<file path="config.mk">
export PLATFORM = sky130hd
export DESIGN_NAME = urbf_framer
export DESIGN_NICKNAME = d
export VERILOG_FILES = /design/src/inc/urbf_pkg.sv /design/src/inc/urbf_mem_if.sv /design/src/hw/urbf_framer.sv /design/src/hw/urbf_mem.sv
export SDC_FILE = /design/constraint.sdc
export NUM_CORES = 2
export LEC_CHECK = 0
export BUFFER_PORTS_ARGS = -buffer_cell sky130_fd_sc_hd__buf_2
export CAP_MARGIN = 20
export CORE_ASPECT_RATIO = 1.5
export CORE_MARGIN = 4
export CORE_UTILIZATION = 50
export DETAILED_ROUTE_END_ITERATION = 10
export PLACE_DENSITY = 0.68
export SETUP_SLACK_MARGIN = 0.05
export SYNTH_ARGS = -nofsm -noshare
export SYNTH_HDL_FRONTEND = slang
export SYNTH_HIERARCHICAL = 1
export SYNTH_SLANG_ARGS = --single-unit
</file>
<file path="constraint.sdc">
create_clock -name sys_clk_i -period 8.4 [get_ports sys_clk_i]
set_input_delay 0 -clock sys_clk_i [delete_from_list [all_inputs] [get_ports sys_clk_i]]
set_output_delay 0 -clock sys_clk_i [all_outputs]
set_load 0.01 [all_outputs]
</file>
<file path="src/inc/urbf_pkg.sv">
// constants and field layout for the upstream request block framer
package urbf_pkg;
  // request block layout, most significant field first
  localparam int unsigned BLK_W        = 125;
  localparam int unsigned STAT_HI      = 124;
  localparam int unsigned STAT_LO      = 117;
  localparam int unsigned COLL_HI      = 116;
  localparam int unsigned COLL_LO      = 113;
  localparam int unsigned RSV_POS      = 112;
  localparam int unsigned IUC_HI       = 111;
  localparam int unsigned IUC_LO       = 108;
  localparam int unsigned SIZE_HI      = 107;
  localparam int unsigned SIZE_LO      = 92;
  localparam int unsigned GRANT_HI     = 91;
  localparam int unsigned GRANT_LO     = 78;
  localparam int unsigned CARRY_HI     = 77;
  localparam int unsigned CARRY_LO     = 64;
  localparam int unsigned MS_HI        = 63;
  localparam int unsigned MS_LO        = 32;
  localparam int unsigned SESS_HI      = 31;
  localparam int unsigned SESS_LO      = 0;
  // status byte layout, then collision field and threshold constants
  localparam int unsigned STAT_VER_HI  = 7;
  localparam int unsigned STAT_VER_LO  = 6;
  localparam logic [1:0]  HDR_VER_1    = 2'h0;
  localparam int unsigned COLL_INV_BIT = 3;
  localparam int unsigned NUM_THR      = 7;
  localparam int unsigned THR_W        = 8;
  localparam logic [15:0] PCT_FULL     = 16'h0064;
  // register indices on the plain register port
  localparam int unsigned REG_AW       = 4;
  localparam logic [3:0]  REG_CTRL     = 4'h0;
  localparam logic [3:0]  REG_THR0     = 4'h1;
  localparam logic [3:0]  REG_PKTS     = 4'h8;
  localparam logic [3:0]  REG_DROPS    = 4'h9;
  localparam logic [3:0]  REG_COLL     = 4'ha;
  localparam int unsigned CTRL_EN_BIT  = 0;
  localparam int unsigned CTRL_COLL_BIT = 1;
  localparam logic [1:0]  CTRL_RST     = 2'h1;
  localparam logic [7:0]  THR_RST      = 8'h00;
  typedef enum logic {URBF_EM_IDLE, URBF_EM_RUN} urbf_em_state_t;
endpackage : urbf_pkg

</file>
<file path="src/inc/urbf_mem_if.sv">
// write and read ports of the block store
`timescale 1ns/1ps
`default_nettype none
interface urbf_mem_if #(
  parameter int unsigned W  = 125,
  parameter int unsigned AW = 5
);
  logic          wr_en;
  logic [AW-1:0] wr_addr;
  logic [W-1:0]  wr_data;
  logic          rd_en;
  logic [AW-1:0] rd_addr;
  logic [W-1:0]  rd_data;
  modport master (output wr_en, output wr_addr, output wr_data, output rd_en, output rd_addr, input rd_data);
  modport slave  (input wr_en, input wr_addr, input wr_data, input rd_en, input rd_addr, output rd_data);
endinterface : urbf_mem_if
`default_nettype wire

</file>
<file path="src/hw/urbf_framer.sv">
// request block framer: strips/snoops requests, packs blocks per minislot
`timescale 1ns/1ps
`default_nettype none
module urbf_framer
  import urbf_pkg::*;
#(
  parameter int unsigned DEPTH   = 16,
  parameter int unsigned WIN_LOG = 8
) (
  input  wire logic                   sys_clk_i,
  input  wire logic                   rst_i,
  // register port
  input  wire logic [REG_AW-1:0]      reg_addr_i,
  input  wire logic [31:0]            reg_wdata_i,
  input  wire logic                   reg_we_i,
  input  wire logic                   reg_re_i,
  output logic      [31:0]            reg_rdata_o,
  // upstream data stream
  input  wire logic                   dat_valid_i,
  input  wire logic [7:0]             dat_byte_i,
  input  wire logic                   dat_sa_req_i,
  output logic                        dat_valid_o,
  output logic      [7:0]             dat_byte_o,
  // request descriptors from the burst parser
  input  wire logic                   req_valid_i,
  input  wire logic                   req_piggy_i,
  input  wire logic                   req_frag_concat_i,
  input  wire logic [2:0]             req_cluster_i,
  input  wire logic                   req_cluster_valid_i,
  input  wire logic                   req_units_i,
  input  wire logic [3:0]             req_iuc_i,
  input  wire logic [15:0]            req_size_i,
  input  wire logic [13:0]            req_granted_flow_i,
  input  wire logic [13:0]            req_carried_flow_i,
  input  wire logic                   req_carried_present_i,
  input  wire logic [31:0]            req_start_ms_i,
  input  wire logic [31:0]            req_session_i,
  input  wire logic                   ms_end_i,
  // contention opportunity outcomes
  input  wire logic                   cont_opp_i,
  input  wire logic                   cont_coll_i,
  // request path packet output
  output logic                        blk_valid_o,
  output logic                        blk_sop_o,
  output logic                        blk_eop_o,
  output logic      [BLK_W-1:0]       blk_data_o,
  output logic                        seg_begin_o,
  output logic                        seg_end_o,
  output logic      [$clog2(DEPTH+1)-1:0] seg_blocks_o
);
  localparam int unsigned IW  = $clog2(DEPTH);
  localparam int unsigned CW  = $clog2(DEPTH+1);
  localparam int unsigned WIN = 2**WIN_LOG;

  if (DEPTH < 2 || (2**IW) != DEPTH || WIN_LOG < 1 || WIN_LOG > 8) begin : g_bad_param
    $error("DEPTH must be a power of two of at least 2, WIN_LOG must lie in 1..8");
  end

  // status byte then block assembly in serial order
  function automatic logic [BLK_W-1:0] build_block(
    input logic [2:0] cl, input logic clv, input logic un, input logic pg, input logic [3:0] coll,
    input logic [3:0] interval_usage_code, input logic [15:0] sz, input logic [13:0] gr, input logic [13:0] ca,
    input logic cap, input logic [31:0] ms, input logic [31:0] ss);
    logic [7:0] st;
    st = {HDR_VER_1, cl, clv, un, pg};
    return {st, coll, 1'b0, interval_usage_code, sz, gr, (cap ? ca : 14'h0000), ms, ss};
  endfunction : build_block

  // number of ascending thresholds the percentage exceeds
  function automatic logic [2:0] collision_bin_level(input logic [15:0] pct, input logic [NUM_THR*THR_W-1:0] thr);
    logic [2:0] n;
    n = 3'h0;
    for (int i = 0; i < NUM_THR; i++) begin
      if (pct > {8'h00, thr[i*THR_W +: THR_W]}) n = n + 3'h1;
    end
    return n;
  endfunction : collision_bin_level

  // registers
  logic [1:0]                 ctrl_q;
  logic [NUM_THR*THR_W-1:0]   thr_q;
  logic [31:0]                pkts_q;
  logic [31:0]                drops_q;

  always_ff @(posedge sys_clk_i) begin
    if (rst_i) begin
      ctrl_q <= CTRL_RST;
      thr_q  <= {NUM_THR{THR_RST}};
    end else if (reg_we_i) begin
      if (reg_addr_i == REG_CTRL) ctrl_q <= reg_wdata_i[1:0];
      for (int i = 0; i < NUM_THR; i++) begin
        if (reg_addr_i == REG_THR0 + 4'(i)) thr_q[i*THR_W +: THR_W] <= reg_wdata_i[THR_W-1:0];
      end
    end
  end

  logic en;
  logic coll_en;
  assign en      = ctrl_q[CTRL_EN_BIT];
  assign coll_en = ctrl_q[CTRL_COLL_BIT];

  // data stream: while enabled, standalone request frames leave the stream, all else passes as is
  always_ff @(posedge sys_clk_i) begin
    if (rst_i) begin
      dat_valid_o <= 1'b0;
      dat_byte_o  <= 8'h00;
    end else begin
      dat_valid_o <= dat_valid_i && !(dat_sa_req_i && en);
      dat_byte_o  <= dat_byte_i;
    end
  end

  // sliding collision window over the last WIN contention opportunities
  logic [WIN-1:0]   win_q;
  logic [8:0]       win_hits_q;
  logic [8:0]       win_fill_q;
  logic [15:0]      pct;
  logic             coll_valid;
  logic [2:0]       coll_lvl;
  logic [3:0]       coll_field;

  always_ff @(posedge sys_clk_i) begin
    if (rst_i || !coll_en) begin
      win_q      <= '0;
      win_hits_q <= 9'h000;
      win_fill_q <= 9'h000;
    end else if (cont_opp_i) begin
      win_q      <= {win_q[WIN-2:0], cont_coll_i};
      win_hits_q <= win_hits_q + {8'h00, cont_coll_i} - {8'h00, win_q[WIN-1]};
      if (win_fill_q != 9'(WIN)) win_fill_q <= win_fill_q + 9'h001;
    end
  end

  // the level only means something once the window has filled
  assign pct        = 16'((32'(win_hits_q) * 32'(PCT_FULL)) >> WIN_LOG);
  assign coll_valid = coll_en && (win_fill_q == 9'(WIN));
  assign coll_lvl   = coll_valid ? collision_bin_level(pct, thr_q) : 3'h0;
  assign coll_field = {!coll_valid, coll_lvl};

  // collector: gathers one minislot's blocks into a bank
  urbf_mem_if #(.W(BLK_W), .AW(IW+1)) mif ();

  urbf_mem #(.W(BLK_W), .AW(IW+1)) u_mem (
    .sys_clk_i (sys_clk_i),
    .mif       (mif)
  );

  logic            col_open_q;
  logic [31:0]     col_ms_q;
  logic [CW-1:0]   col_cnt_q;
  logic            col_bank_q;
  logic            em_busy_q;
  logic            acc;
  logic            close;
  logic            start;
  logic            wr_bank;
  logic [CW-1:0]   wr_idx;
  logic            wr_ok;

  assign acc     = req_valid_i && en && !(req_piggy_i && req_frag_concat_i);
  assign close   = col_open_q && (ms_end_i || (acc && req_start_ms_i != col_ms_q));
  assign start   = close && !em_busy_q;
  assign wr_bank = start ? !col_bank_q : col_bank_q;
  assign wr_idx  = close ? '0 : col_cnt_q;
  // a full bank refuses further requests of the same minislot
  assign wr_ok   = acc && (wr_idx != CW'(DEPTH));

  assign mif.wr_en   = wr_ok;
  assign mif.wr_addr = {wr_bank, wr_idx[IW-1:0]};
  assign mif.wr_data = build_block(req_cluster_i, req_cluster_valid_i, req_units_i, req_piggy_i, coll_field,
                                   req_iuc_i, req_size_i, req_granted_flow_i, req_carried_flow_i,
                                   req_carried_present_i, req_start_ms_i, req_session_i);

  always_ff @(posedge sys_clk_i) begin
    if (rst_i) begin
      col_open_q <= 1'b0;
      col_ms_q   <= 32'h0;
      col_cnt_q  <= '0;
      col_bank_q <= 1'b0;
    end else begin
      col_bank_q <= wr_bank;
      if (close) begin
        col_open_q <= acc;
        col_cnt_q  <= acc ? CW'(1) : '0;
      end else if (wr_ok) begin
        col_open_q <= 1'b1;
        col_cnt_q  <= col_cnt_q + CW'(1);
      end
      if (acc) col_ms_q <= req_start_ms_i;
    end
  end

  // the emitter only owns one bank, so a second close while busy loses that minislot
  always_ff @(posedge sys_clk_i) begin
    if (rst_i) begin
      drops_q <= 32'h0;
    end else if (close && em_busy_q) begin
      drops_q <= drops_q + 32'(col_cnt_q) + 32'(acc && !wr_ok);
    end else if (acc && !wr_ok) begin
      drops_q <= drops_q + 32'h1;
    end
  end

  // emitter: reads a closed bank out as one packet
  urbf_em_state_t  em_state_q;
  logic            em_bank_q;
  logic [CW-1:0]   em_cnt_q;
  logic [CW-1:0]   em_idx_q;
  logic            iss;
  logic            iss_last;

  assign em_busy_q = (em_state_q == URBF_EM_RUN);
  assign iss       = em_busy_q && (em_idx_q < em_cnt_q);
  assign iss_last  = iss && (em_idx_q == em_cnt_q - CW'(1));
  assign mif.rd_en   = iss;
  assign mif.rd_addr = {em_bank_q, em_idx_q[IW-1:0]};

  always_ff @(posedge sys_clk_i) begin
    if (rst_i) begin
      em_state_q <= URBF_EM_IDLE;
      em_bank_q  <= 1'b0;
      em_cnt_q   <= '0;
      em_idx_q   <= '0;
    end else begin
      case (em_state_q)
        URBF_EM_IDLE: begin
          if (start) begin
            em_state_q <= URBF_EM_RUN;
            em_bank_q  <= col_bank_q;
            em_cnt_q   <= col_cnt_q;
            em_idx_q   <= '0;
          end
        end
        URBF_EM_RUN: begin
          if (iss) em_idx_q <= em_idx_q + CW'(1);
          if (iss_last) em_state_q <= URBF_EM_IDLE;
        end
        default: em_state_q <= URBF_EM_IDLE;
      endcase
    end
  end

  // read pipeline: flags follow the store's registered read data
  logic          s1_valid_q;
  logic          s1_first_q;
  logic          s1_last_q;
  logic [CW-1:0] s1_cnt_q;

  always_ff @(posedge sys_clk_i) begin
    if (rst_i) begin
      s1_valid_q <= 1'b0;
      s1_first_q <= 1'b0;
      s1_last_q  <= 1'b0;
      s1_cnt_q   <= '0;
    end else begin
      s1_valid_q <= iss;
      s1_first_q <= iss && (em_idx_q == '0);
      s1_last_q  <= iss_last;
      s1_cnt_q   <= em_cnt_q;
    end
  end

  always_ff @(posedge sys_clk_i) begin
    if (rst_i) begin
      blk_valid_o  <= 1'b0;
      blk_sop_o    <= 1'b0;
      blk_eop_o    <= 1'b0;
      blk_data_o   <= '0;
      seg_begin_o  <= 1'b0;
      seg_end_o    <= 1'b0;
      seg_blocks_o <= '0;
    end else begin
      blk_valid_o <= s1_valid_q;
      blk_sop_o   <= s1_first_q;
      blk_eop_o   <= s1_last_q;
      blk_data_o  <= s1_valid_q ? mif.rd_data : '0;
      if (s1_first_q) begin
        seg_begin_o  <= 1'b1;
        seg_end_o    <= 1'b1;
        seg_blocks_o <= s1_cnt_q;
      end else if (s1_valid_q) begin
        seg_begin_o <= 1'b0;
        seg_end_o   <= 1'b0;
      end
    end
  end

  always_ff @(posedge sys_clk_i) begin
    if (rst_i) begin
      pkts_q <= 32'h0;
    end else if (s1_last_q) begin
      pkts_q <= pkts_q + 32'h1;
    end
  end

  // register read data, one cycle after the strobe
  always_ff @(posedge sys_clk_i) begin
    if (rst_i) begin
      reg_rdata_o <= 32'h0;
    end else if (reg_re_i) begin
      reg_rdata_o <= 32'h0;
      case (reg_addr_i)
        REG_CTRL:  reg_rdata_o <= {30'h0, ctrl_q};
        REG_PKTS:  reg_rdata_o <= pkts_q;
        REG_DROPS: reg_rdata_o <= drops_q;
        REG_COLL:  reg_rdata_o <= {12'h0, pct, coll_field};
        default: begin
          for (int i = 0; i < NUM_THR; i++) begin
            if (reg_addr_i == REG_THR0 + 4'(i)) reg_rdata_o <= {24'h0, thr_q[i*THR_W +: THR_W]};
          end
        end
      endcase
    end
  end

  // checks
  property p_one_seg;
    @(posedge sys_clk_i) disable iff (rst_i) blk_sop_o |-> seg_begin_o && seg_end_o && blk_valid_o;
  endproperty
  a_one_seg: assert property (p_one_seg) else $error("segment flags missing at packet start");

  property p_emit_lat;
    @(posedge sys_clk_i) disable iff (rst_i) $rose(em_busy_q) |-> ##2 (blk_sop_o && blk_valid_o);
  endproperty
  a_emit_lat: assert property (p_emit_lat) else $error("packet start not two cycles after emitter start");

  property p_version;
    @(posedge sys_clk_i) disable iff (rst_i) blk_valid_o |-> blk_data_o[STAT_HI:STAT_HI-1] == HDR_VER_1;
  endproperty
  a_version: assert property (p_version) else $error("bad header version");

  property p_strip;
    @(posedge sys_clk_i) disable iff (rst_i) dat_valid_i && dat_sa_req_i && en |=> !dat_valid_o;
  endproperty
  a_strip: assert property (p_strip) else $error("standalone request byte leaked");

  property p_pass;
    @(posedge sys_clk_i) disable iff (rst_i)
      dat_valid_i && !dat_sa_req_i |=> dat_valid_o && dat_byte_o == $past(dat_byte_i);
  endproperty
  a_pass: assert property (p_pass) else $error("data byte altered or lost");

  property p_contig;
    @(posedge sys_clk_i) disable iff (rst_i) blk_valid_o && !blk_eop_o |=> blk_valid_o && !blk_sop_o;
  endproperty
  a_contig: assert property (p_contig) else $error("gap inside packet");

  property p_same_ms;
    @(posedge sys_clk_i) disable iff (rst_i)
      blk_valid_o && !blk_sop_o |-> blk_data_o[MS_HI:MS_LO] == $past(blk_data_o[MS_HI:MS_LO]);
  endproperty
  a_same_ms: assert property (p_same_ms) else $error("minislots mixed in one packet");

  property p_frag_drop;
    @(posedge sys_clk_i) disable iff (rst_i)
      req_valid_i && req_piggy_i && req_frag_concat_i && !ms_end_i |-> !mif.wr_en ##1 col_cnt_q == $past(col_cnt_q);
  endproperty
  a_frag_drop: assert property (p_frag_drop) else $error("fragmented piggyback reported");

  property p_coll_inv;
    @(posedge sys_clk_i) disable iff (rst_i)
      mif.wr_en && mif.wr_data[COLL_HI] |-> mif.wr_data[COLL_HI-1:COLL_LO] == 3'h0 && !coll_valid;
  endproperty
  a_coll_inv: assert property (p_coll_inv) else $error("invalid collision level carries a value");

  property p_carried_zero;
    @(posedge sys_clk_i) disable iff (rst_i)
      mif.wr_en && !req_carried_present_i |-> mif.wr_data[CARRY_HI:CARRY_LO] == 14'h0000;
  endproperty
  a_carried_zero: assert property (p_carried_zero) else $error("absent carried identifier not zero");

  c_multi_blk: cover property (@(posedge sys_clk_i) disable iff (rst_i) blk_sop_o && !blk_eop_o);
  c_drop: cover property (@(posedge sys_clk_i) disable iff (rst_i) close && em_busy_q);
  c_coll_top: cover property (@(posedge sys_clk_i) disable iff (rst_i) coll_valid && coll_lvl == 3'h7);
endmodule : urbf_framer
`default_nettype wire

</file>
<file path="src/hw/urbf_mem.sv">
// two-bank block store with registered read data
`timescale 1ns/1ps
`default_nettype none
module urbf_mem #(
  parameter int unsigned W  = 125,
  parameter int unsigned AW = 5
) (
  input  wire logic  sys_clk_i,
  urbf_mem_if.slave  mif
);
  logic [W-1:0] mem_q [2**AW];

  always_ff @(posedge sys_clk_i) begin
    if (mif.wr_en) begin
      mem_q[mif.wr_addr] <= mif.wr_data;
    end
  end

  // no reset on read data: only read after a write to the same word
  always_ff @(posedge sys_clk_i) begin
    if (mif.rd_en) begin
      mif.rd_data <= mem_q[mif.rd_addr];
    end
  end
endmodule : urbf_mem
`default_nettype wire

</file>
Yosys cells after proc, flatten, opt, wreduce, memory -nomap -nowiden

Memory sizes are Yosys's and may differ from the RTL's. A register that Yosys moved wholly into a read port is not among the register bits.
Index checks and enable logic that the tools add are counted.

Logic and storage cells: 157
Memory bits (writable): 3,904
Memories kept: 1
Bits in registers: 755
Output and inout port bits: 176

Memories:

| name        | words | width | rd ports | clocked after memory_dff | write ports | RTL line       | RTL |
|---|---|---|---|---|---|---|---|
| u_mem.mem_q | 32    | 122   | 1        | 1                        | 1           | urbf_mem.sv:11 | `logic [W-1:0] mem_q [2**AW];` |

Bitwise gates (word level): 2
Magnitude comparators: 8
Equal/unequal tests: 17
Reductions and logical operators: 41
Multipliers: 1
Muxes and demuxes: 36
Add/sub/neg operators: 16

Operators by type and width:

| kind                  | number |
|---|---|
| $mux 32               | 8 |
| $pmux 32 s4           | 1 |
| $add 32x1->32 const B | 2 |
| $gt 8x8->1            | 7 |
| $add 32x1->32         | 1 |
| $add 32x5->32         | 1 |
| $ne 32x32->1          | 1 |
| $mux 5                | 5 |
| $reduce_and 2->1      | 11 |
| $mux 3                | 7 |
| $add 3x1->3 const B   | 6 |
| $eq 4x3->1 const B    | 4 |
| $logic_and 1x1->1     | 15 |
| $mul 9x5->14 const B  | 1 |
| $mux 14               | 1 |
| $eq 4x4->1 const B    | 3 |
| $mux 1                | 11 |
| $add 5x1->5 const B   | 2 |
| $pmux 5 s2            | 1 |
| $add 9x1->9           | 1 |
| $add 9x1->9 const B   | 1 |
| $eq 9x9->1 const B    | 1 |
| $ne 9x9->1 const B    | 1 |
| $sub 9x1->9           | 1 |
| 17 further kinds      | 28 |

Logic depth before layout (Yosys ltp)

Word-level depth: 17
Gate-level depth with buffers: 36
Mapped depth without buffers: 36

Modules after synthesis

The synthesis kept the hierarchy.

Modules (own cells, without submodules):

| module      | area an instance (µm²) | cells an instance | instances |
|---|---|---|---|
| urbf_mem    | 152,819.1              | 6,294             | 1 |
| urbf_framer | 26,181.4               | 2,760             | 1 |

Least setup slack after synthesis

Ideal clock, no wire load.

Path kind: register -> register
Start point: register col_ms_q[9]
End point: memory u_mem/mem_q[18][0] (netlist bit), enable pin
Required time: 7.789 ns
Path slack: 0.307 ns
Data arrival time: 7.481 ns
Stages on the path, launching flop included: 11
Library setup time: 0.611 ns
Cell sequence: dfxtp_1 -> xnor2_1 -> nand4_1 -> nor4_1 -> a21oi_1 -> o21ai_2 -> nand2b_1 -> buf_2 -> xnor2_1 -> or3b_2 -> nor2_1

RTL lines:

| element                | RTL line           | RTL |
|---|---|---|
| from (decl)            | urbf_framer.sv:149 | `logic [31:0] col_ms_q;` |
| from (signal assigned) | urbf_framer.sv:189 | `if (acc) col_ms_q <= req_start_ms_i;` |
| $ne 32x32->1           | urbf_framer.sv:161 | `assign close = col_open_q && (ms_end_i \|\| (acc && req_start_ms_i != col_ms_q));` |
| $logic_and 1x1->1      | urbf_framer.sv:161 |  |
| $logic_or 1x1->1       | urbf_framer.sv:161 |  |
| $logic_and 1x1->1      | urbf_framer.sv:161 |  |
| $logic_and 1x1->1      | urbf_framer.sv:162 | `assign start = close && !em_busy_q;` |
| $mux 1                 | urbf_framer.sv:163 | `assign wr_bank = start ? !col_bank_q : col_bank_q;` |
| named net wr_bank      | urbf_framer.sv:156 | `logic wr_bank;` |
| to (decl)              | urbf_mem.sv:11     |  |

The timed path passes the listed nets, and every way through them passes these cells.

Worst setup path after layout

Start point: register win_hits_q[2]
End point: memory u_mem/mem_q[1][114] (netlist bit), data pin

Word-level cells in the longest chain between the ends: 16

RTL lines:

| element                | RTL line           | RTL |
|---|---|---|
| from (decl)            | urbf_framer.sv:115 | `logic [8:0] win_hits_q;` |
| from (signal assigned) | urbf_framer.sv:129 | `win_hits_q <= win_hits_q + {8'h00, cont_coll_i} - {8'h00, win_q[WIN-1]};` |
| $mul 9x5->14 *         | urbf_framer.sv:135 | `assign pct = 16'((32'(win_hits_q) * 32'(PCT_FULL)) >> WIN_LOG);` |
| $gt 8x8->1             | urbf_framer.sv:74  | `if (pct > {8'h00, thr[i*THR_W +: THR_W]}) n = n + 3'h1;` |
| $mux 1                 | urbf_framer.sv:74  |  |
| $add 3x1->3            | urbf_framer.sv:74  |  |
| $mux 3                 | urbf_framer.sv:74  |  |
| $add 3x1->3            | urbf_framer.sv:74  |  |
| $mux 3                 | urbf_framer.sv:74  |  |
| $add 3x1->3            | urbf_framer.sv:74  |  |
| $mux 3                 | urbf_framer.sv:74  |  |
| $add 3x1->3            | urbf_framer.sv:74  |  |
| $mux 3                 | urbf_framer.sv:74  |  |
| $add 3x1->3            | urbf_framer.sv:74  |  |
| $mux 3                 | urbf_framer.sv:74  |  |
| $add 3x1->3            | urbf_framer.sv:74  |  |
| $mux 3 *               | urbf_framer.sv:74  |  |
| $mux 3 *               | urbf_framer.sv:137 | `assign coll_lvl = coll_valid ? collision_bin_level(pct, thr_q) : 3'h0;` |

Every way passes the cells marked *; elsewhere a longest branch is shown, timed or not.

==> flow_summary.ini <==
[setup_path]
r2r-start = win_hits_q[2]$_SDFFE_PP0P_
critPathMaxFanout = 32
worst_path_max_delay_cell = dfxtp_1
critPathMostFrequentCell = ha_1
rr_endpoint = u_mem/mem_q[1][114]$_DFFE_PP_
rrSetupSlack_ns = 0.67
path_class = reg2reg
critPathMaxStageDelay_ns = 0.41
worstPathArrival_ns = 8.41
cp.required_ns = 9.08
cp-end-kind = register
cp-start-kind = register
reg2reg_depth = 34

[power]
fin_total_pwr_mw = 46.8
leakage_nw = 64.7
cellPowerDensity_mw_per_mm2 = 230
peakVddDrop_uv = 190

[final_layout]
final_layout_size_suffix_gt1_share_pct = 21.6
fin_nets = 10100
final_util_pct = 57.2
final_common_cell = edfxtp_1
fin_cells = 14900
area_growth_pct = 13.6
final_cell_mix = edfxtp_1 (4125), mux4_2 (932), dfxtp_1 (627)

[global_route]
grt_max_degree = 146
antenna_found_initial = 50
track_usage_pct = 24.9
grt_pass1_wl_um = 666000
grt_pass1_vias = 94000
grt_overflow = 0

[min_path]
hold_end = u_mem/mem_q[26][5]$_DFFE_PP_
min_path_cells = 2
hold_path_startpoint = req_session_i[5]
worstHoldPathType = in2reg

[die]
core_mm2 = 0.356
start_util_pct = 50.3
ios = 350
die_h_um = 741
num_rows = 268
die_x_um = 497
dieArea_mm2 = 0.368

[synthesis]
netlist.area_leader.share_pct = 69.2
synth_area_leader_cell = edfxtp_1
syn_area_mm2 = 0.179
synth_area_per_cell_um2 = 19.8
ys_ff_latch = 4755
syn_inst = 9054
synth.area.top_cells = edfxtp_1 (69%), mux4_2 (12%), dfxtp_1 (7.0%)
yosysSeqAreaShare_pct = 76.2
postSynth.asyncResetShare_pct = 0
synth_cell_types = 87
synth_warnings = 6
synth_edf_count = 4125
synth_flop_cell = edfxtp_1

[routing]
dr.pass1.iters = 5
drt-met1-wl_um = 172000
drt_iter0_markers = 10700
wl_met2_um = 235000
ant_nets = 0
drc = 0
num_vias = 92600
post_drt_wl_per_cell_um = 31.0
wl_met3_um = 39100
routed_via_density = 6.22
wl_um = 461000
highest_layer = met5

[cts]
insertion_delay_ns = 0.99
htree_levels = 5
cts_buffer_depth = 4
tritoncts = yes
cts.sinks = 4755
cts_made_buffers = 424
clkTransAtPathRegs_ns = 0.06
cts_root_buffer = clkbuf_16

[timing]
drv_slew = 0
post-route-period-util_pct = 92.0
hold_viol = 0
finClkSkew_ns = 0.0701
setup_violations = 0
max_freq_mhz = 129
finalSetupTns_ns = 0
tightest_slew_ns = 1.16
fin_crit_ns = 7.73
maxSlewHeadroom_pct = 22.6
rsz0062_at_grt = no

[placement]
io_buffers = 325
globalplace.congestion = 0.834
dp_cells = 13900
dp_hpwl_um = 235000

[outcome]
status = finished clean

[flow_run]
maxCapViolations = 0
[layer usage]
metal	vias up	GRT usage [%]
met1	48800	33.2
met2	4607	42.4
met3	900	3.89
met5	-	0
li1	38300	-
met4	26	7.54
[repair_timing]
| action | in CTS | in global routing |
|---|---|---|
| endpoints found under the setup margin | 0 | 32 |
| buffers inserted | 0 | 0 |
| hold buffers | 208 | 0 |
| hold endpoints to repair | 3985 | 0 |
| gates resized for setup | 0 | 1 |
[registers in the layout (all words and copies together) (netlist names), 2 cells and up]
| register | flops |
|---|---|
| reg_rdata_o | 32 |
| col_cnt_q | 5 |
| win_fill_q | 9 |
| pkts_q | 32 |
| em_idx_q | 5 |
| s1_cnt_q | 5 |
| ctrl_q | 2 |
| u_mem/mif.rd_data | 125 |
| drops_q | 32 |
| col_ms_q | 32 |
| u_mem/mem_q | 4000 |
| win_hits_q | 9 |
| win_q | 256 |
| blk_data_o | 125 |
| seg_blocks_o | 5 |
| dat_byte_o | 8 |
| em_cnt_q | 5 |
| thr_q | 56 |
[cell families (layout without fill, tap and decap cells)]
logic type / count (synthesis) / after routing / share of synthesized area [%]
muxes: 1403 / 1403 / 14.4
DFF: 4755 / 4755 / 76.2
adders and majority gates: 125 / 125 / 0.899
AOI/OAI and AO/OA: 840 / 840 / 2.99
other: 1 / 117 / 0.00209
buffers and inverters: 612 / 1616 / 1.60
and+or+nand+nor: 1206 / 1206 / 3.33
xor gates and xnor gates: 112 / 112 / 0.564
[how the worst max path moves through the flow]
stage                                     startpoint                        endpoint  slack (ns)  depth (start not counted)
final                     win_hits_q[2]$_SDFFE_PP0P_   u_mem/mem_q[1][114]$_DFFE_PP_        0.67                         34
after global routing      win_hits_q[2]$_SDFFE_PP0P_  u_mem/mem_q[11][114]$_DFFE_PP_        0.13                         34
after CTS                 win_hits_q[2]$_SDFFE_PP0P_  u_mem/mem_q[24][114]$_DFFE_PP_        0.11                         32
after detailed placement  win_hits_q[2]$_SDFFE_PP0P_  u_mem/mem_q[12][114]$_DFFE_PP_        0.13                         32
after global placement    win_hits_q[2]$_SDFFE_PP0P_  u_mem/mem_q[13][114]$_DFFE_PP_        0.25                         33
after floorplan             col_ms_q[9]$_SDFFE_PP0P_    u_mem/mem_q[18][0]$_DFFE_PP_        0.31                         10
[synthesized netlist by cell type (24+ instances only)]
master	instances
xnor2_1	66
nand4_1	54
mux2i_1	465
clkbuf_1	223
ha_1	119
nand3_1	81
buf_1	33
buf_4	90
a21oi_1	112
xor2_1	43
nor2b_1	34
edfxtp_1	4125
o22ai_1	433
and2_1	26
nor4_1	110
o21ai_0	59
inv_1	108
and3_1	142
dfxtp_1	630
nand2_1	168
buf_2	150
a22oi_1	138
mux4_2	932
or3_1	24
nor2_1	488
[worst max-delay path: cells and delay by family (launching register included)]
kind	cells	cell delay [ns]
fa+ha+maj	9	2.75
mux	2	0.45
xor+xnor	2	0.42
flops	1	0.41
buf+inv	6	0.66
simple gates	4	0.57
compound gates	11	2.18
[layout make-up]
| class | instances | area, um2 |
|---|---|---|
| fillers | 25800 | 152000 |
| flip-flops and latches | 4755 | 136000 |
| multi-input cells | 3782 | 40400 |
| clock buffers | 527 | 11400 |
| repair buffers | 727 | 5960 |
| well taps | 4725 | 5910 |
| clock inverters | 252 | 2750 |
| inverters | 110 | 428 |
| diodes | 21 | 52.6 |
[report_power, final]
| group | internal [mW] | switching (mW) |
|---|---|---|
| sequential | 25.8 | 0.0501 |
| clock | 11.2 | 8.59 |
| combinational | 0.363 | 0.810 |
| total | 37.4 | 9.45 |
[per-stage QoR]
step                setup slack [ns]  cell area [um2]  hold slack (ns)
floorplan                      0.307           179000           0.0989
global placement               0.253           187000            0.213
detailed placement             0.131           187000            0.219
CTS                            0.106           203000          0.00302
global route                   0.134           203000           0.0650
finish                         0.668           203000           0.0698
Power figures use the tool's default switching activity.
